[config.mk]
export PLATFORM = sky130hd
export DESIGN_NAME = wwdt_top
export DESIGN_NICKNAME = d
export VERILOG_FILES = /design/src/wwdt_prescaler.v /design/src/wwdt_top.v
export VERILOG_INCLUDE_DIRS = /design/src /design/src/src
export SDC_FILE = /design/constraint.sdc
export NUM_CORES = 1
export LEC_CHECK = 0
export BUFFER_PORTS_ARGS = -buffer_cell sky130_fd_sc_hd__buf_4
export CAP_MARGIN = 20
export CORE_ASPECT_RATIO = 0.5
export CORE_MARGIN = 5
export CORE_UTILIZATION = 57
export CTS_CLUSTER_DIAMETER = 50
export DETAILED_ROUTE_END_ITERATION = 10
export PLACE_DENSITY = 0.89
export SKIP_LAST_GASP = 1
export SLEW_MARGIN = 20
export SYNTH_ARGS = -nofsm -noshare
export SYNTH_HDL_FRONTEND = slang
export SYNTH_SLANG_ARGS = --single-unit
[constraint.sdc]
create_clock -name clk -period 4.7 [get_ports clk]
set_clock_uncertainty 0.2 [all_clocks]
set_input_delay 0.47 -clock clk [delete_from_list [all_inputs] [get_ports clk]]
set_output_delay 0.47 -clock clk [all_outputs]
set_load 0.01 [all_outputs]
[src/wwdt_defines.vh]
`ifndef WWDT_DEFINES_VH
`define WWDT_DEFINES_VH
// Register byte offsets.
`define WWDT_OFS_REFRESH 6'h00
`define WWDT_OFS_CTRL 6'h04
`define WWDT_OFS_STATUS 6'h08
`define WWDT_OFS_IRQ_STAT 6'h0C
`define WWDT_OFS_IRQ_CLR 6'h10
`define WWDT_OFS_IRQ_EN 6'h14
`define WWDT_OFS_SEC 6'h18
// Refresh write sequence: first key then second key.
`define WWDT_KEY_FIRST 8'h00
`define WWDT_KEY_SECOND 8'hFF
// Control field positions.
`define WWDT_CTRL_TOPS_LO 0
`define WWDT_CTRL_CKS_LO 4
`define WWDT_CTRL_WEND_LO 8
`define WWDT_CTRL_WSTART_LO 12
`define WWDT_CTRL_ACT_LO 16
`define WWDT_CTRL_SLPSTOP 18
`define WWDT_CTRL_RESET 32'h0000_3350
// Action codes.
`define WWDT_ACT_RESET 2'd0
`define WWDT_ACT_NMI 2'd1
`define WWDT_ACT_IRQ 2'd2
// Status bits.
`define WWDT_ST_UNDF 0
`define WWDT_ST_REFERR 1
// Security register bits.
`define WWDT_SEC_NONSEC 0
`define WWDT_SEC_AUTO 1
// AXI responses.
`define WWDT_RESP_OKAY 2'b00
`define WWDT_RESP_SLVERR 2'b10
`endif

[src/wwdt_prescaler.v]
`timescale 1ns/1ps
`default_nettype none
module wwdt_prescaler #(
   parameter WIDTH = 13
) (
   input wire clk,
   input wire reset,
   input wire run,
   input wire [2:0] sel,
   output reg tick
);
   reg [WIDTH-1:0] cnt_reg;
   reg [WIDTH-1:0] limit;
   always @* begin
      case (sel)
         3'd0: limit = 13'h0003;
         3'd1: limit = 13'h003F;
         3'd2: limit = 13'h007F;
         3'd3: limit = 13'h01FF;
         3'd4: limit = 13'h07FF;
         default: limit = 13'h1FFF;
      endcase
   end
   always @(posedge clk) begin
      if (reset || !run) begin
         cnt_reg <= {WIDTH{1'b0}};
         tick <= 1'b0;
      end else if (cnt_reg >= limit) begin
         cnt_reg <= {WIDTH{1'b0}};
         tick <= 1'b1;
      end else begin
         cnt_reg <= cnt_reg + 1'b1;
         tick <= 1'b0;
      end
   end
endmodule // wwdt_prescaler
`default_nettype wire

[src/wwdt_top.v]
// Contract
// - The count clock is the bus clock divided by 4, 64, 128, 512, 2048 or 8192.
// - A 14-bit counter decrements once per divided tick.
// - In auto-start mode counting starts from idle without a refresh and restarts after underflow or refresh error; reset clears the mode.
// - In register-start mode the block idles until a refresh write starts counting.
// - Reset stops counting and restores the counter and all registers.
// - Counting halts on underflow or refresh error.
// - Window start and end positions split the count into allowed and forbidden refresh periods.
// - Underflow or a refresh outside the window can request a system reset.
// - Instead of reset, underflow or refresh error can raise a non-maskable interrupt or interrupt.
// - Software reads the live counter through the counter status register.
// - Separate event pulses mark underflow and refresh error.
// - Reset request, interrupt request and sleep count-stop control are driven out.
// - A security attribution limits which security state may access the block.
// - Only secure software may choose auto-start or register-start mode.
`timescale 1ns/1ps
`default_nettype none
`include "wwdt_defines.vh"
module wwdt_top #(
   parameter CW = 14
) (
   input wire clk,
   input wire reset,
   input wire [5:0] s_axi_awaddr,
   input wire [2:0] s_axi_awprot,
   input wire s_axi_awvalid,
   output reg s_axi_awready,
   input wire [31:0] s_axi_wdata,
   input wire [3:0] s_axi_wstrb,
   input wire s_axi_wvalid,
   output reg s_axi_wready,
   output reg [1:0] s_axi_bresp,
   output reg s_axi_bvalid,
   input wire s_axi_bready,
   input wire [5:0] s_axi_araddr,
   input wire [2:0] s_axi_arprot,
   input wire s_axi_arvalid,
   output reg s_axi_arready,
   output reg [31:0] s_axi_rdata,
   output reg [1:0] s_axi_rresp,
   output reg s_axi_rvalid,
   input wire s_axi_rready,
   input wire sleep_mode,
   output reg reset_req,
   output reg nmi_req,
   output reg irq,
   output reg evt_underflow,
   output reg evt_refresh_error,
   output reg sleep_count_stop
);
   // Running states.
   localparam ST_IDLE = 2'd0;
   localparam ST_RUN = 2'd1;
   localparam ST_HALT = 2'd2;

   reg [1:0] state_reg;
   reg [CW-1:0] count_reg;
   reg [31:0] ctrl_reg;
   reg [1:0] irq_stat_reg;
   reg [1:0] irq_en_reg;
   reg [1:0] sec_reg;
   reg key_armed_reg;
   reg [5:0] aw_addr_reg;
   reg aw_have_reg;
   reg [31:0] w_data_reg;
   reg [3:0] w_strb_reg;
   reg w_have_reg;
   reg aw_sec_reg;
   reg [5:0] ar_addr_reg;
   reg ar_sec_reg;
   reg ar_have_reg;
   reg restart_reg;
   wire tick;

   // Timeout reload value from the two-bit period select.
   function [CW-1:0] timeout_of;
      input [1:0] tops;
      begin
         case (tops)
            2'd0: timeout_of = 14'h03FF;
            2'd1: timeout_of = 14'h0FFF;
            2'd2: timeout_of = 14'h1FFF;
            default: timeout_of = 14'h3FFF;
         endcase
      end
   endfunction

   // Window position as a count threshold: 0 = 0 %, 1 = 25 %, 2 = 50 %, 3 = 75 % of the range.
   function [CW-1:0] pos_of;
      input [1:0] p;
      input [CW-1:0] top;
      begin
         case (p)
            2'd0: pos_of = {CW{1'b0}};
            2'd1: pos_of = {2'b00, top[CW-1:2]};
            2'd2: pos_of = {1'b0, top[CW-1:1]};
            default: pos_of = {1'b0, top[CW-1:1]} + {2'b00, top[CW-1:2]};
         endcase
      end
   endfunction

   wire [CW-1:0] top_val = timeout_of(ctrl_reg[`WWDT_CTRL_TOPS_LO +: 2]);
   // Start at 100 % minus code quarters; end is the lower bound.
   wire [CW-1:0] win_hi = top_val - pos_of(ctrl_reg[`WWDT_CTRL_WSTART_LO +: 2], top_val);
   wire [CW-1:0] win_lo = pos_of(ctrl_reg[`WWDT_CTRL_WEND_LO +: 2], top_val);
   wire in_window = (count_reg <= win_hi) && (count_reg >= win_lo);
   wire auto_mode = sec_reg[`WWDT_SEC_AUTO];

   // Access is blocked when the block is secure-only and the requester is non-secure.
   wire aw_ok = sec_reg[`WWDT_SEC_NONSEC] || !aw_sec_reg;
   wire ar_ok = sec_reg[`WWDT_SEC_NONSEC] || !ar_sec_reg;

   wire do_write = aw_have_reg && w_have_reg && !s_axi_bvalid;
   wire wr_refresh = do_write && aw_ok && aw_addr_reg == `WWDT_OFS_REFRESH && w_strb_reg[0];
   wire refresh_ok = wr_refresh && key_armed_reg && w_data_reg[7:0] == `WWDT_KEY_SECOND;
   wire counting = (state_reg == ST_RUN) && !(sleep_count_stop && sleep_mode);
   // The underflow is taken on the tick that would step below zero.
   wire underflow = counting && tick && count_reg == {CW{1'b0}};
   wire ref_err = refresh_ok && state_reg == ST_RUN && !in_window;
   wire ref_good = refresh_ok && !(state_reg == ST_RUN && !in_window);
   wire [1:0] events = {ref_err, underflow};

   wwdt_prescaler #(.WIDTH(13)) u_presc (
      .clk(clk),
      .reset(reset),
      .run(counting),
      .sel(ctrl_reg[`WWDT_CTRL_CKS_LO +: 3]),
      .tick(tick)
   );

   // Counter and state.
   always @(posedge clk) begin
      if (reset) begin
         state_reg <= ST_IDLE;
         count_reg <= {CW{1'b0}};
         restart_reg <= 1'b0;
      end else begin
         restart_reg <= 1'b0;
         case (state_reg)
            ST_IDLE: begin
               if (ref_good || auto_mode) begin
                  state_reg <= ST_RUN;
                  count_reg <= top_val;
               end
            end
            ST_RUN: begin
               if (underflow || ref_err) begin
                  state_reg <= ST_HALT;
               end else if (ref_good) begin
                  count_reg <= top_val;
               end else if (counting && tick) begin
                  count_reg <= count_reg - 1'b1;
               end
            end
            ST_HALT: begin
               // Auto-start restarts after one halt cycle; register start waits for a refresh.
               if (auto_mode || ref_good) begin
                  state_reg <= ST_RUN;
                  count_reg <= top_val;
               end
            end
            default: state_reg <= ST_IDLE;
         endcase
      end
   end

   // Event and request outputs.
   always @(posedge clk) begin
      if (reset) begin
         evt_underflow <= 1'b0;
         evt_refresh_error <= 1'b0;
         reset_req <= 1'b0;
         nmi_req <= 1'b0;
         irq <= 1'b0;
         sleep_count_stop <= 1'b0;
      end else begin
         evt_underflow <= underflow;
         evt_refresh_error <= ref_err;
         reset_req <= (|events) && ctrl_reg[`WWDT_CTRL_ACT_LO +: 2] == `WWDT_ACT_RESET;
         nmi_req <= (|events) && ctrl_reg[`WWDT_CTRL_ACT_LO +: 2] == `WWDT_ACT_NMI;
         irq <= |(irq_stat_reg & irq_en_reg);
         sleep_count_stop <= ctrl_reg[`WWDT_CTRL_SLPSTOP];
      end
   end

   // AXI write channel: address and data captured in either order.
   always @(posedge clk) begin
      if (reset) begin
         s_axi_awready <= 1'b1;
         s_axi_wready <= 1'b1;
         s_axi_bvalid <= 1'b0;
         s_axi_bresp <= `WWDT_RESP_OKAY;
         aw_have_reg <= 1'b0;
         w_have_reg <= 1'b0;
         aw_addr_reg <= 6'h00;
         aw_sec_reg <= 1'b0;
         w_data_reg <= 32'h0000_0000;
         w_strb_reg <= 4'h0;
         ctrl_reg <= `WWDT_CTRL_RESET;
         irq_en_reg <= 2'b00;
         sec_reg <= 2'b00;
         key_armed_reg <= 1'b0;
      end else begin
         if (s_axi_awvalid && s_axi_awready) begin
            aw_addr_reg <= s_axi_awaddr;
            aw_sec_reg <= s_axi_awprot[1];
            aw_have_reg <= 1'b1;
            s_axi_awready <= 1'b0;
         end
         if (s_axi_wvalid && s_axi_wready) begin
            w_data_reg <= s_axi_wdata;
            w_strb_reg <= s_axi_wstrb;
            w_have_reg <= 1'b1;
            s_axi_wready <= 1'b0;
         end
         if (do_write) begin
            aw_have_reg <= 1'b0;
            w_have_reg <= 1'b0;
            s_axi_bvalid <= 1'b1;
            s_axi_bresp <= aw_ok ? `WWDT_RESP_OKAY : `WWDT_RESP_SLVERR;
            if (wr_refresh) begin
               key_armed_reg <= w_data_reg[7:0] == `WWDT_KEY_FIRST;
            end
            if (aw_ok) begin
               case (aw_addr_reg)
                  `WWDT_OFS_REFRESH: ;
                  `WWDT_OFS_CTRL: ctrl_reg <= w_data_reg;
                  `WWDT_OFS_IRQ_EN: irq_en_reg <= w_data_reg[1:0];
                  `WWDT_OFS_IRQ_CLR: ;
                  // Only a secure writer may touch the attribution and start mode.
                  `WWDT_OFS_SEC: if (!aw_sec_reg) sec_reg <= w_data_reg[1:0];
                  default: s_axi_bresp <= `WWDT_RESP_SLVERR;
               endcase
            end
         end
         if (s_axi_bvalid && s_axi_bready) begin
            s_axi_bvalid <= 1'b0;
            s_axi_awready <= 1'b1;
            s_axi_wready <= 1'b1;
         end
      end
   end

   // Sticky interrupt status: a new event wins over a clear in the same cycle.
   always @(posedge clk) begin
      if (reset) begin
         irq_stat_reg <= 2'b00;
      end else if (do_write && aw_ok && aw_addr_reg == `WWDT_OFS_IRQ_CLR) begin
         irq_stat_reg <= (irq_stat_reg & ~w_data_reg[1:0]) | events;
      end else begin
         irq_stat_reg <= irq_stat_reg | events;
      end
   end

   // AXI read channel.
   always @(posedge clk) begin
      if (reset) begin
         s_axi_arready <= 1'b1;
         s_axi_rvalid <= 1'b0;
         s_axi_rdata <= 32'h0000_0000;
         s_axi_rresp <= `WWDT_RESP_OKAY;
         ar_have_reg <= 1'b0;
         ar_addr_reg <= 6'h00;
         ar_sec_reg <= 1'b0;
      end else begin
         if (s_axi_arvalid && s_axi_arready) begin
            ar_addr_reg <= s_axi_araddr;
            ar_sec_reg <= s_axi_arprot[1];
            ar_have_reg <= 1'b1;
            s_axi_arready <= 1'b0;
         end
         if (ar_have_reg && !s_axi_rvalid) begin
            ar_have_reg <= 1'b0;
            s_axi_rvalid <= 1'b1;
            s_axi_rresp <= `WWDT_RESP_OKAY;
            s_axi_rdata <= 32'h0000_0000;
            if (!ar_ok) begin
               s_axi_rresp <= `WWDT_RESP_SLVERR;
            end else begin
               case (ar_addr_reg)
                  `WWDT_OFS_REFRESH: s_axi_rdata <= 32'h0000_00FF;
                  `WWDT_OFS_CTRL: s_axi_rdata <= ctrl_reg;
                  `WWDT_OFS_STATUS: s_axi_rdata <= {16'h0000, 2'b00, count_reg};
                  `WWDT_OFS_IRQ_STAT: s_axi_rdata <= {30'h0000_0000, irq_stat_reg};
                  `WWDT_OFS_IRQ_CLR: ;
                  `WWDT_OFS_IRQ_EN: s_axi_rdata <= {30'h0000_0000, irq_en_reg};
                  `WWDT_OFS_SEC: s_axi_rdata <= {30'h0000_0000, sec_reg};
                  default: s_axi_rresp <= `WWDT_RESP_SLVERR;
               endcase
            end
         end
         if (s_axi_rvalid && s_axi_rready) begin
            s_axi_rvalid <= 1'b0;
            s_axi_arready <= 1'b1;
         end
      end
   end
endmodule // wwdt_top
`default_nettype wire

* Word-level counts from Yosys, hierarchy flattened *
Cells that the tools add are included.

cells by class
  $add $sub $neg = 4
  $lt $le $gt $ge = 3
  equal/unequal tests = 28
  muxes and demuxes = 21
  bitwise logic cells = 6
  reduce and logical (&&, ||, !) cells = 65

operator list
  cell                     number
  $pmux W32 S6             1
  $pmux W14 S3             3
  $pmux W13 S5             1
  $mux W14                 4
  $eq A6 B5 Y1 const B     6
  $mux W32                 1
  $pmux W14 S2             1
  $logic_and A1 B1 Y1      25
  $mux W2                  8
  $reduce_or A2 Y1         8
  $add A13 B12 Y14         1
  $ge A14 B14 Y1           1
  $le A14 B14 Y1           1
  $logic_not A14 Y1        1
  $sub A14 B1 Y14 const B  1
  $sub A14 B14 Y14         1
  $add A13 B1 Y13 const B  1
  $ge A13 B13 Y1           1
  $eq A6 B3 Y1 const B     2
  $eq A6 B4 Y1 const B     2
  $logic_not A6 Y1         2
  $eq A2 B1 Y1 const B     5
  $logic_not A2 Y1         5
  $eq A2 B2 Y1 const B     4
  23 further kinds         41

word-level totals
  flip-flop bits (word level) = 166
  input port bits = 62
  output and inout port bits = 47
  word-level logic and storage cells = 159

* Depth between registers and ports, before layout *
Gate-level depths: netlist of run 1.

  word-level depth = 14
  mapped depth = 19
  gate-level depth less buffers = 18

* By module *
A second synthesis of run 1 with hierarchy kept.

unflattened totals
  cells, all modules = 912
  area, all modules = 7780.0 sq um

modules (own cells, without submodules)
  module          times used  cells an instance  area an instance (sq um)  seq. area each (sq um)
  wwdt_top        1           818                6861.6                    3002.9
  wwdt_prescaler  1           94                 918.4                     280.3

* Worst setup path before layout of run 1 *
OpenSTA, ideal clock, no wires.

  path type = register to register
  start point = register ctrl_reg[13]
  end point = register count_reg[9]
  library setup time = 0.087 ns
  arrival time = 3.492 ns
  data required time = 4.413 ns
  path slack = 0.921 ns
  cell stages (with the launch flop) = 20
  path buffers = 1
  clock period less this slack = 3.779 ns
  cells stage by stage = dfxtp_1 -> inv_1 -> ha_1 -> a21o_1 -> a22o_1 -> inv_1 -> ha_1 -> a21o_1 -> a21oi_1 -> xnor2_1 -> ha_1 -> nand3_1 -> nor3_1 -> nand2_1 -> a21boi_1 -> o21ai_1 -> and4b_4 -> buf_6 -> o22ai_2 -> a221oi_2

on the way
  cells in the longest elaborated chain, start to end = 12
  elaborated cells between the ends (all ways) = 21
  those cells by class = 1 x add/sub; 1 x order compare; 5 x eq/ne; 4 x mux; 10 x reduce/logical

RTL lines
  item                                                      RTL line                                        RTL
  from (decl)                                               wwdt_top.v:58                                   reg [31:0] ctrl_reg;
  from (signal assigned)                                    wwdt_top.v:199                                  ctrl_reg <= `WWDT_CTRL_RESET;
  from (signal assigned)                                    wwdt_top.v:227                                  `WWDT_OFS_CTRL: ctrl_reg <= w_data_reg;
  $eq A2 B2 Y1 (tied with other cells)                      wwdt_top.v:93                                   case (p)
  $pmux W14 S3 (*)                                          wwdt_top.v:93
  $sub A14 B14 Y14 (*)                                      wwdt_top.v:104                                  wire [CW-1:0] win_hi = top_val - pos_of(ctrl_reg[`WWDT_CTRL_WSTART_LO +: 2], top_val);
  $le A14 B14 Y1 (*)                                        wwdt_top.v:106                                  wire in_window = (count_reg <= win_hi) && (count_reg >= win_lo);
  $logic_and A1 B1 Y1 (*)                                   wwdt_top.v:106
  $logic_not A1 Y1 (*)                                      wwdt_top.v:119, wwdt_top.v:120
  $logic_and A1 B1 Y1                                       wwdt_top.v:120                                  wire ref_good = refresh_ok && !(state_reg == ST_RUN && !in_window);
  $logic_not A1 Y1                                          wwdt_top.v:120
  $logic_and A1 B1 Y1                                       wwdt_top.v:120
  $mux W14 / $logic_or A1 B1 Y1 (equally long branches)     wwdt_top.v:149, wwdt_top.v:141, wwdt_top.v:157
  $mux W14 / $ne A2 B1 Y1 (equally long branches)           -
  $pmux W14 S2 / $reduce_and A4 Y1 (equally long branches)  -
  to (signal assigned)                                      wwdt_top.v:143                                  count_reg <= top_val;
  to (signal assigned)                                      wwdt_top.v:150                                  count_reg <= top_val;
  to (signal assigned)                                      wwdt_top.v:152                                  count_reg <= count_reg - 1'b1;
  to (decl)                                                 wwdt_top.v:57                                   reg [CW-1:0] count_reg;

Every way passes the cells marked *; elsewhere a longest branch is shown, timed or not. The select of a mux whose other input is x is not followed.
A chain may end at the register's enable or synchronous reset.

* Worst setup path in the final report of run 1 *
  start point = register ctrl_reg[13]
  end point = register count_reg[8]

Same word-level chain as after synthesis.

==> flow_summary.ini, run 1 <==
[clock_network]
clk_path_buf_depth = 2
cts_resized = 0
cts_tree = done
ctsHoldBuffers = 0
numCtsBuffers = 17
root_buffer = clkbuf_16
htreeDepth = 4
cts_setup_buffers = 0
clk_pin_slew_worst_paths_ns = 0.07
clock_latency_ns = 0.44
cts.sinks = 164

[worst_setup_path]
cp-start-kind = register
crit_type = register to register
worstPathArrival_ns = 4.50
crit_path_max_fanout = 14
endpoint_kind = register
cp.required_ns = 4.85

[synth]
synth_edf_count = 0
async_flop_share = 0
syn_area_um2 = 7660
ys_warn_count = 0
yosysSeqAreaShare = 0.428
yosysUniqueCellTypes = 68
synth.avg_cell_area_um2 = 8.30
netlist_instances = 923
ys_ff_latch = 164
synthFlopType = dfxtp_1

[grt]
grt_use_total = 0.253
grt_start_max_net_pins = 92
grt_antenna_before_repair = 0
grt_first_pass_wirelength_um = 33500
overflow = 0
grt_pass1_vias = 6803

[timing]
finalSetupViolations = 0
max_freq_mhz = 230
fin_crit_sh = 0.927
maxSlewViolCount = 0
worstMarginPinSlew_ns = 0.920
slew_headroom = 0.387
hold_violations = 0
finalSetupTns_ns = 0
period_needed_ns = 4.35
rsz0062_at_grt = no

[layout]
fillers = 947
final_layout_size_suffix_gt1_frac = 0.165
final_common_cell = nand2_1
fin_util = 0.703
final_cell_mix = 183 x nand2_1, 164 x dfxtp_1, 113 x a21oi_1
nets = 1119
area_delta_synth_final_pct = 18.6
antenna_cells = 0
final_cell_area_um2 = 9090
seq_area_um2 = 3280
finalNonFillerCells = 1187
multiInputGateArea_um2 = 4040

[placement]
io_buffers = 99
hpwlAfterDp_um = 13800
gp_congestion = 0.921
dp.cells = 1155
dpl-instance-area_um2 = 8500

[die]
start_util = 0.593
num_rows = 29
core_area_um2 = 12900
dieArea_um2 = 16000
die_x_um = 174
die_h_um = 92.0
ios = 109

[hold_path]
hp-class = input pin to register

[run_status]
status = finished, final reports clean

[routing]
vias = 6979
viasPerCell = 5.88
drt_wl_total_um = 20200
detail-route-antenna-nets = 0
drt-initial-drc-count = 743
first_pass_iters = 6
drc = 0
wl_per_cell_um = 17.1

[pwr]
vdd.ir_drop.worst_mv = 0.231
power_density_nw_per_um2 = 333
power.leakage_nw = 3.72
report.power.total_mw = 3.03

[job]
drv_cap = 0
logic make-up (layout without fill, tap and decap cells):
logic type / after synthesis / after routing / synth area share
other: 1 / 2 / 0.000489
adder cells (fa/ha/maj): 53 / 53 / 0.0875
flip-flops: 164 / 164 / 0.428
XOR/XNOR: 13 / 13 / 0.0149
buffers and inverters: 85 / 178 / 0.0457
AND/OR/NAND/NOR: 359 / 359 / 0.212
multiplexers: 8 / 8 / 0.0108
AO/OA/AOI/OAI: 240 / 240 / 0.200
per-layer routing:
metal | GRT usage | up-vias | share of wire
li1 | - | 3369 | -
met1 | 0.316 | 3266 | 0.41
met2 | 0.417 | 300 | 0.47
met3 | 0.0834 | 44 | 0.099
met4 | 0.0849 | 0 | 0.020
met5 | 0 | - | 0
final timing paths:
kind,cells after the start,slack [ns],from,endpoint
worst min-delay path,2,0.06,s_axi_wvalid,s_axi_wready$_SDFFE_PP1P_
worst max register to register,18,0.35,ctrl_reg[13]$_SDFFE_PP1P_,count_reg[8]$_SDFFE_PP0P_
worst max-delay path,18,0.35,ctrl_reg[13]$_SDFFE_PP1P_,count_reg[8]$_SDFFE_PP0P_
worst min register to register,2,0.25,w_data_reg[30]$_SDFFE_PP0P_,ctrl_reg[30]$_SDFFE_PP0P_
critical path, cell delays in order (launching register included):
cell      delay, ns
dfxtp_1        0.42
inv_1          0.11
ha_1           0.23
a21o_1         0.19
a22o_1         0.26
inv_1          0.06
ha_1           0.21
a21o_1         0.15
a21oi_1        0.16
xnor2_1        0.10
ha_1           0.29
nand3_1        0.10
nor3_1         0.28
nand2_1        0.07
a21boi_1       0.17
o21ai_1        0.38
and4b_4        0.47
o22ai_1        0.14
a221oi_2       0.28
power by group:
group          leakage [nW]  internal (mW)  switching, mW
combinational          2.11         0.0800          0.107
clock                 0.285          0.726          0.656
sequential             1.33           1.43         0.0344
total                  3.72           2.23          0.797
cell type report:
cell class | instances | area share
Clock buffer | 18 | 0.0483
Clock inverter | 14 | 0.0165
Inverter | 37 | 0.0158
Multi-Input combinational cell | 675 | 0.445
Sequential cell | 164 | 0.361
Tap cell | 170 | 0.0234
Timing Repair Buffer | 109 | 0.0901
synth_stat cells (3+ instances only):
cell type | count | area (µm²)
nor2_1 | 62 | 233
ha_1 | 52 | 651
nand4_1 | 6 | 37.5
o21ai_1 | 7 | 35.0
nor3_1 | 14 | 70.1
nand3_1 | 40 | 200
o21ai_0 | 34 | 170
inv_1 | 33 | 124
a31oi_1 | 3 | 18.8
o2bb2ai_1 | 3 | 26.3
nor4_1 | 5 | 31.3
nand2b_1 | 6 | 37.5
o211ai_1 | 6 | 45.0
mux2i_1 | 6 | 60.1
a22o_1 | 20 | 175
a22oi_1 | 8 | 60.1
xnor2_1 | 6 | 52.6
buf_4 | 3 | 22.5
and2_1 | 6 | 37.5
dfxtp_1 | 164 | 3280
a21o_1 | 9 | 67.6
buf_1 | 4 | 15.0
nand2_1 | 183 | 687
o22ai_1 | 4 | 25.0
xor2_1 | 7 | 61.3
a221oi_2 | 8 | 120
clkbuf_1 | 39 | 146
a21oi_1 | 113 | 566
nor2b_1 | 13 | 81.3
a211oi_1 | 6 | 45.0
or3_1 | 4 | 25.0
o31ai_1 | 3 | 22.5
through the flow:
step | worst slack (ns) | hold slack (ns)
floorplan | 0.921 | 0.231
CTS | 0.390 | 0.0561
global route | 0.0488 | 0.0724
global placement | 0.623 | 0.237
finish | 0.345 | 0.0590
detailed placement | 0.427 | 0.243
No activity file was read; power rests on OpenSTA's default activity.
==> inputs of run 2 (changes only) <==
--- a/config.mk
+++ b/config.mk
@@ -10,10 +10,10 @@
 export CAP_MARGIN = 20
 export CORE_ASPECT_RATIO = 0.5
 export CORE_MARGIN = 5
-export CORE_UTILIZATION = 57
+export CORE_UTILIZATION = 62
 export CTS_CLUSTER_DIAMETER = 50
 export DETAILED_ROUTE_END_ITERATION = 10
-export PLACE_DENSITY = 0.89
+export PLACE_DENSITY = 0.95
 export SKIP_LAST_GASP = 1
 export SLEW_MARGIN = 20
 export SYNTH_ARGS = -nofsm -noshare
==> constraint.sdc (replaced) <==
create_clock -name clk -period 5.1 [get_ports clk]
set_clock_uncertainty 0.2 [all_clocks]
set_input_delay 0.51 -clock clk [delete_from_list [all_inputs] [get_ports clk]]
set_output_delay 0.51 -clock clk [all_outputs]
set_load 0.01 [all_outputs]
==> run 2 against run 1 <==
Clock power shrank 8%. Wire length is 4.0% higher. Via count increased by 5.0%. Sequential power is 8% lower. Utilization up 5.4 points. Global-route usage rose by 3.2 points. Worst setup slack improved by 0.33 ns. Critical path type unchanged. Highest routed layer unchanged.
==> flow_summary.ini, run 2 (synthesized netlist as in run 1, its figures left out) <==
[die]
core_area_um2 = 11900
start_util = 0.641
num_rows = 28
die_h_um = 88.6
ios = 109
dieArea_um2 = 14800
die_x_um = 167

[routing]
wl_per_cell_um = 17.9
first_pass_iters = 6
drt_wl_total_um = 21100
drc = 0
detail-route-antenna-nets = 0
viasPerCell = 6.23
drt-initial-drc-count = 860
vias = 7327

[clock_network]
root_buffer = clkbuf_16
cts_tree = done
clk_path_buf_depth = 2
htreeDepth = 4
clk_pin_slew_worst_paths_ns = 0.08
numCtsBuffers = 17
ctsHoldBuffers = 0
cts_resized = 0
cts_setup_buffers = 0
cts.sinks = 164
clock_latency_ns = 0.44

[grt]
grt_use_total = 0.285
grt_first_pass_wirelength_um = 34100
grt_antenna_before_repair = 0
grt_pass1_vias = 7160
grt_start_max_net_pins = 101
overflow = 0

[hold_path]
hp-class = input pin to register

[worst_setup_path]
endpoint_kind = register
worstPathArrival_ns = 4.57
cp-start-kind = register
crit_type = register to register
crit_path_max_fanout = 14
cp.required_ns = 5.25

[timing]
worst_slack_ns = 0.675
finalSetupTns_ns = 0
maxSlewViolCount = 0
worstMarginPinSlew_ns = 1.05
period_needed_ns = 4.42
fin_crit_sh = 0.868
finalSetupViolations = 0
slew_headroom = 0.300
hold_violations = 0
max_freq_mhz = 226
rsz0062_at_grt = no

[placement]
gp_congestion = 0.929
io_buffers = 99
hpwlAfterDp_um = 13500
pre_cts_ws_ns = 0.850

[pwr]
vdd.ir_drop.worst_mv = 0.216
power.leakage_nw = 3.70
power_density_nw_per_um2 = 308

[job]
drv_cap = 0

[layout]
multiInputGateArea_um2 = 4050
antenna_cells = 0
final_cell_mix = 182 x nand2_1, 164 x dfxtp_1, 113 x a21oi_1
area_delta_synth_final_pct = 18.0
seq_area_um2 = 3280
final_layout_size_suffix_gt1_frac = 0.162
fillers = 752
nets = 1114
final_common_cell = nand2_1

[run_status]
status = finished, final reports clean
## run 2: cell count changes in the layout (fill, tap and decap cells not counted), sizes merged
cell      previous run  this run
buf                109       104
clkinv               6         7
clkinvlp             2         1
## run 2: through the flow
stage,total power [mW],hold WS (ns),cell area [µm²],instances,util
global route,2.87,0.0782,9040,1177,0.757
detailed placement,1.54,0.243,8460,1145,0.708
floorplan,1.46,0.231,7670,924,-
CTS,2.78,0.0643,9040,1177,0.757
global placement,1.53,0.236,8460,1145,0.708
finish,2.78,0.0673,9040,1177,0.757
## run 2: worst max-delay path: stages, from the launching register on
cell and delay, ns:
dfxtp_1 0.41, inv_1 0.11, ha_1 0.22, a21o_1 0.19, a22o_1 0.27, inv_1 0.07
ha_1 0.23, a21o_1 0.16, a21oi_1 0.17, xnor2_1 0.10, ha_1 0.29, nand3_1 0.10
nor3_1 0.27, nand2_1 0.08, a21boi_1 0.19, o21ai_1 0.39, and4b_4 0.47, o22ai_1 0.14
a221oi_2 0.29
## run 2: final timing paths
path,from,to,slack [ns],depth (start not counted)
max,ctrl_reg[13]$_SDFFE_PP1P_,count_reg[4]$_SDFFE_PP0P_,0.68,18
min,s_axi_wvalid,s_axi_wready$_SDFFE_PP1P_,0.07,2
max reg2reg,ctrl_reg[13]$_SDFFE_PP1P_,count_reg[4]$_SDFFE_PP0P_,0.68,18
min reg2reg,w_data_reg[28]$_SDFFE_PP0P_,ctrl_reg[28]$_SDFFE_PP0P_,0.24,2
## run 2: power breakdown
group	leakage [nW]	switching (mW)	internal, mW
Combinational	2.08	0.0973	0.0722
Sequential	1.33	0.0317	1.31
Clock	0.282	0.613	0.657
Total	3.70	0.742	2.04
## run 2: routing by layer
metal	part of all wire	track usage
met1	0.40	0.329
met3	0.093	0.0857
met2	0.47	0.496
met5	0	0
met4	0.039	0.138
## run 2: final cells by class
type                    instances  area share
flip-flops and latches        164       0.363
multi-input cells             675       0.448
repair buffers                104      0.0863
inverters                      37      0.0159
clock inverters                14      0.0170
well taps                     165      0.0228
clock buffers                  18      0.0474
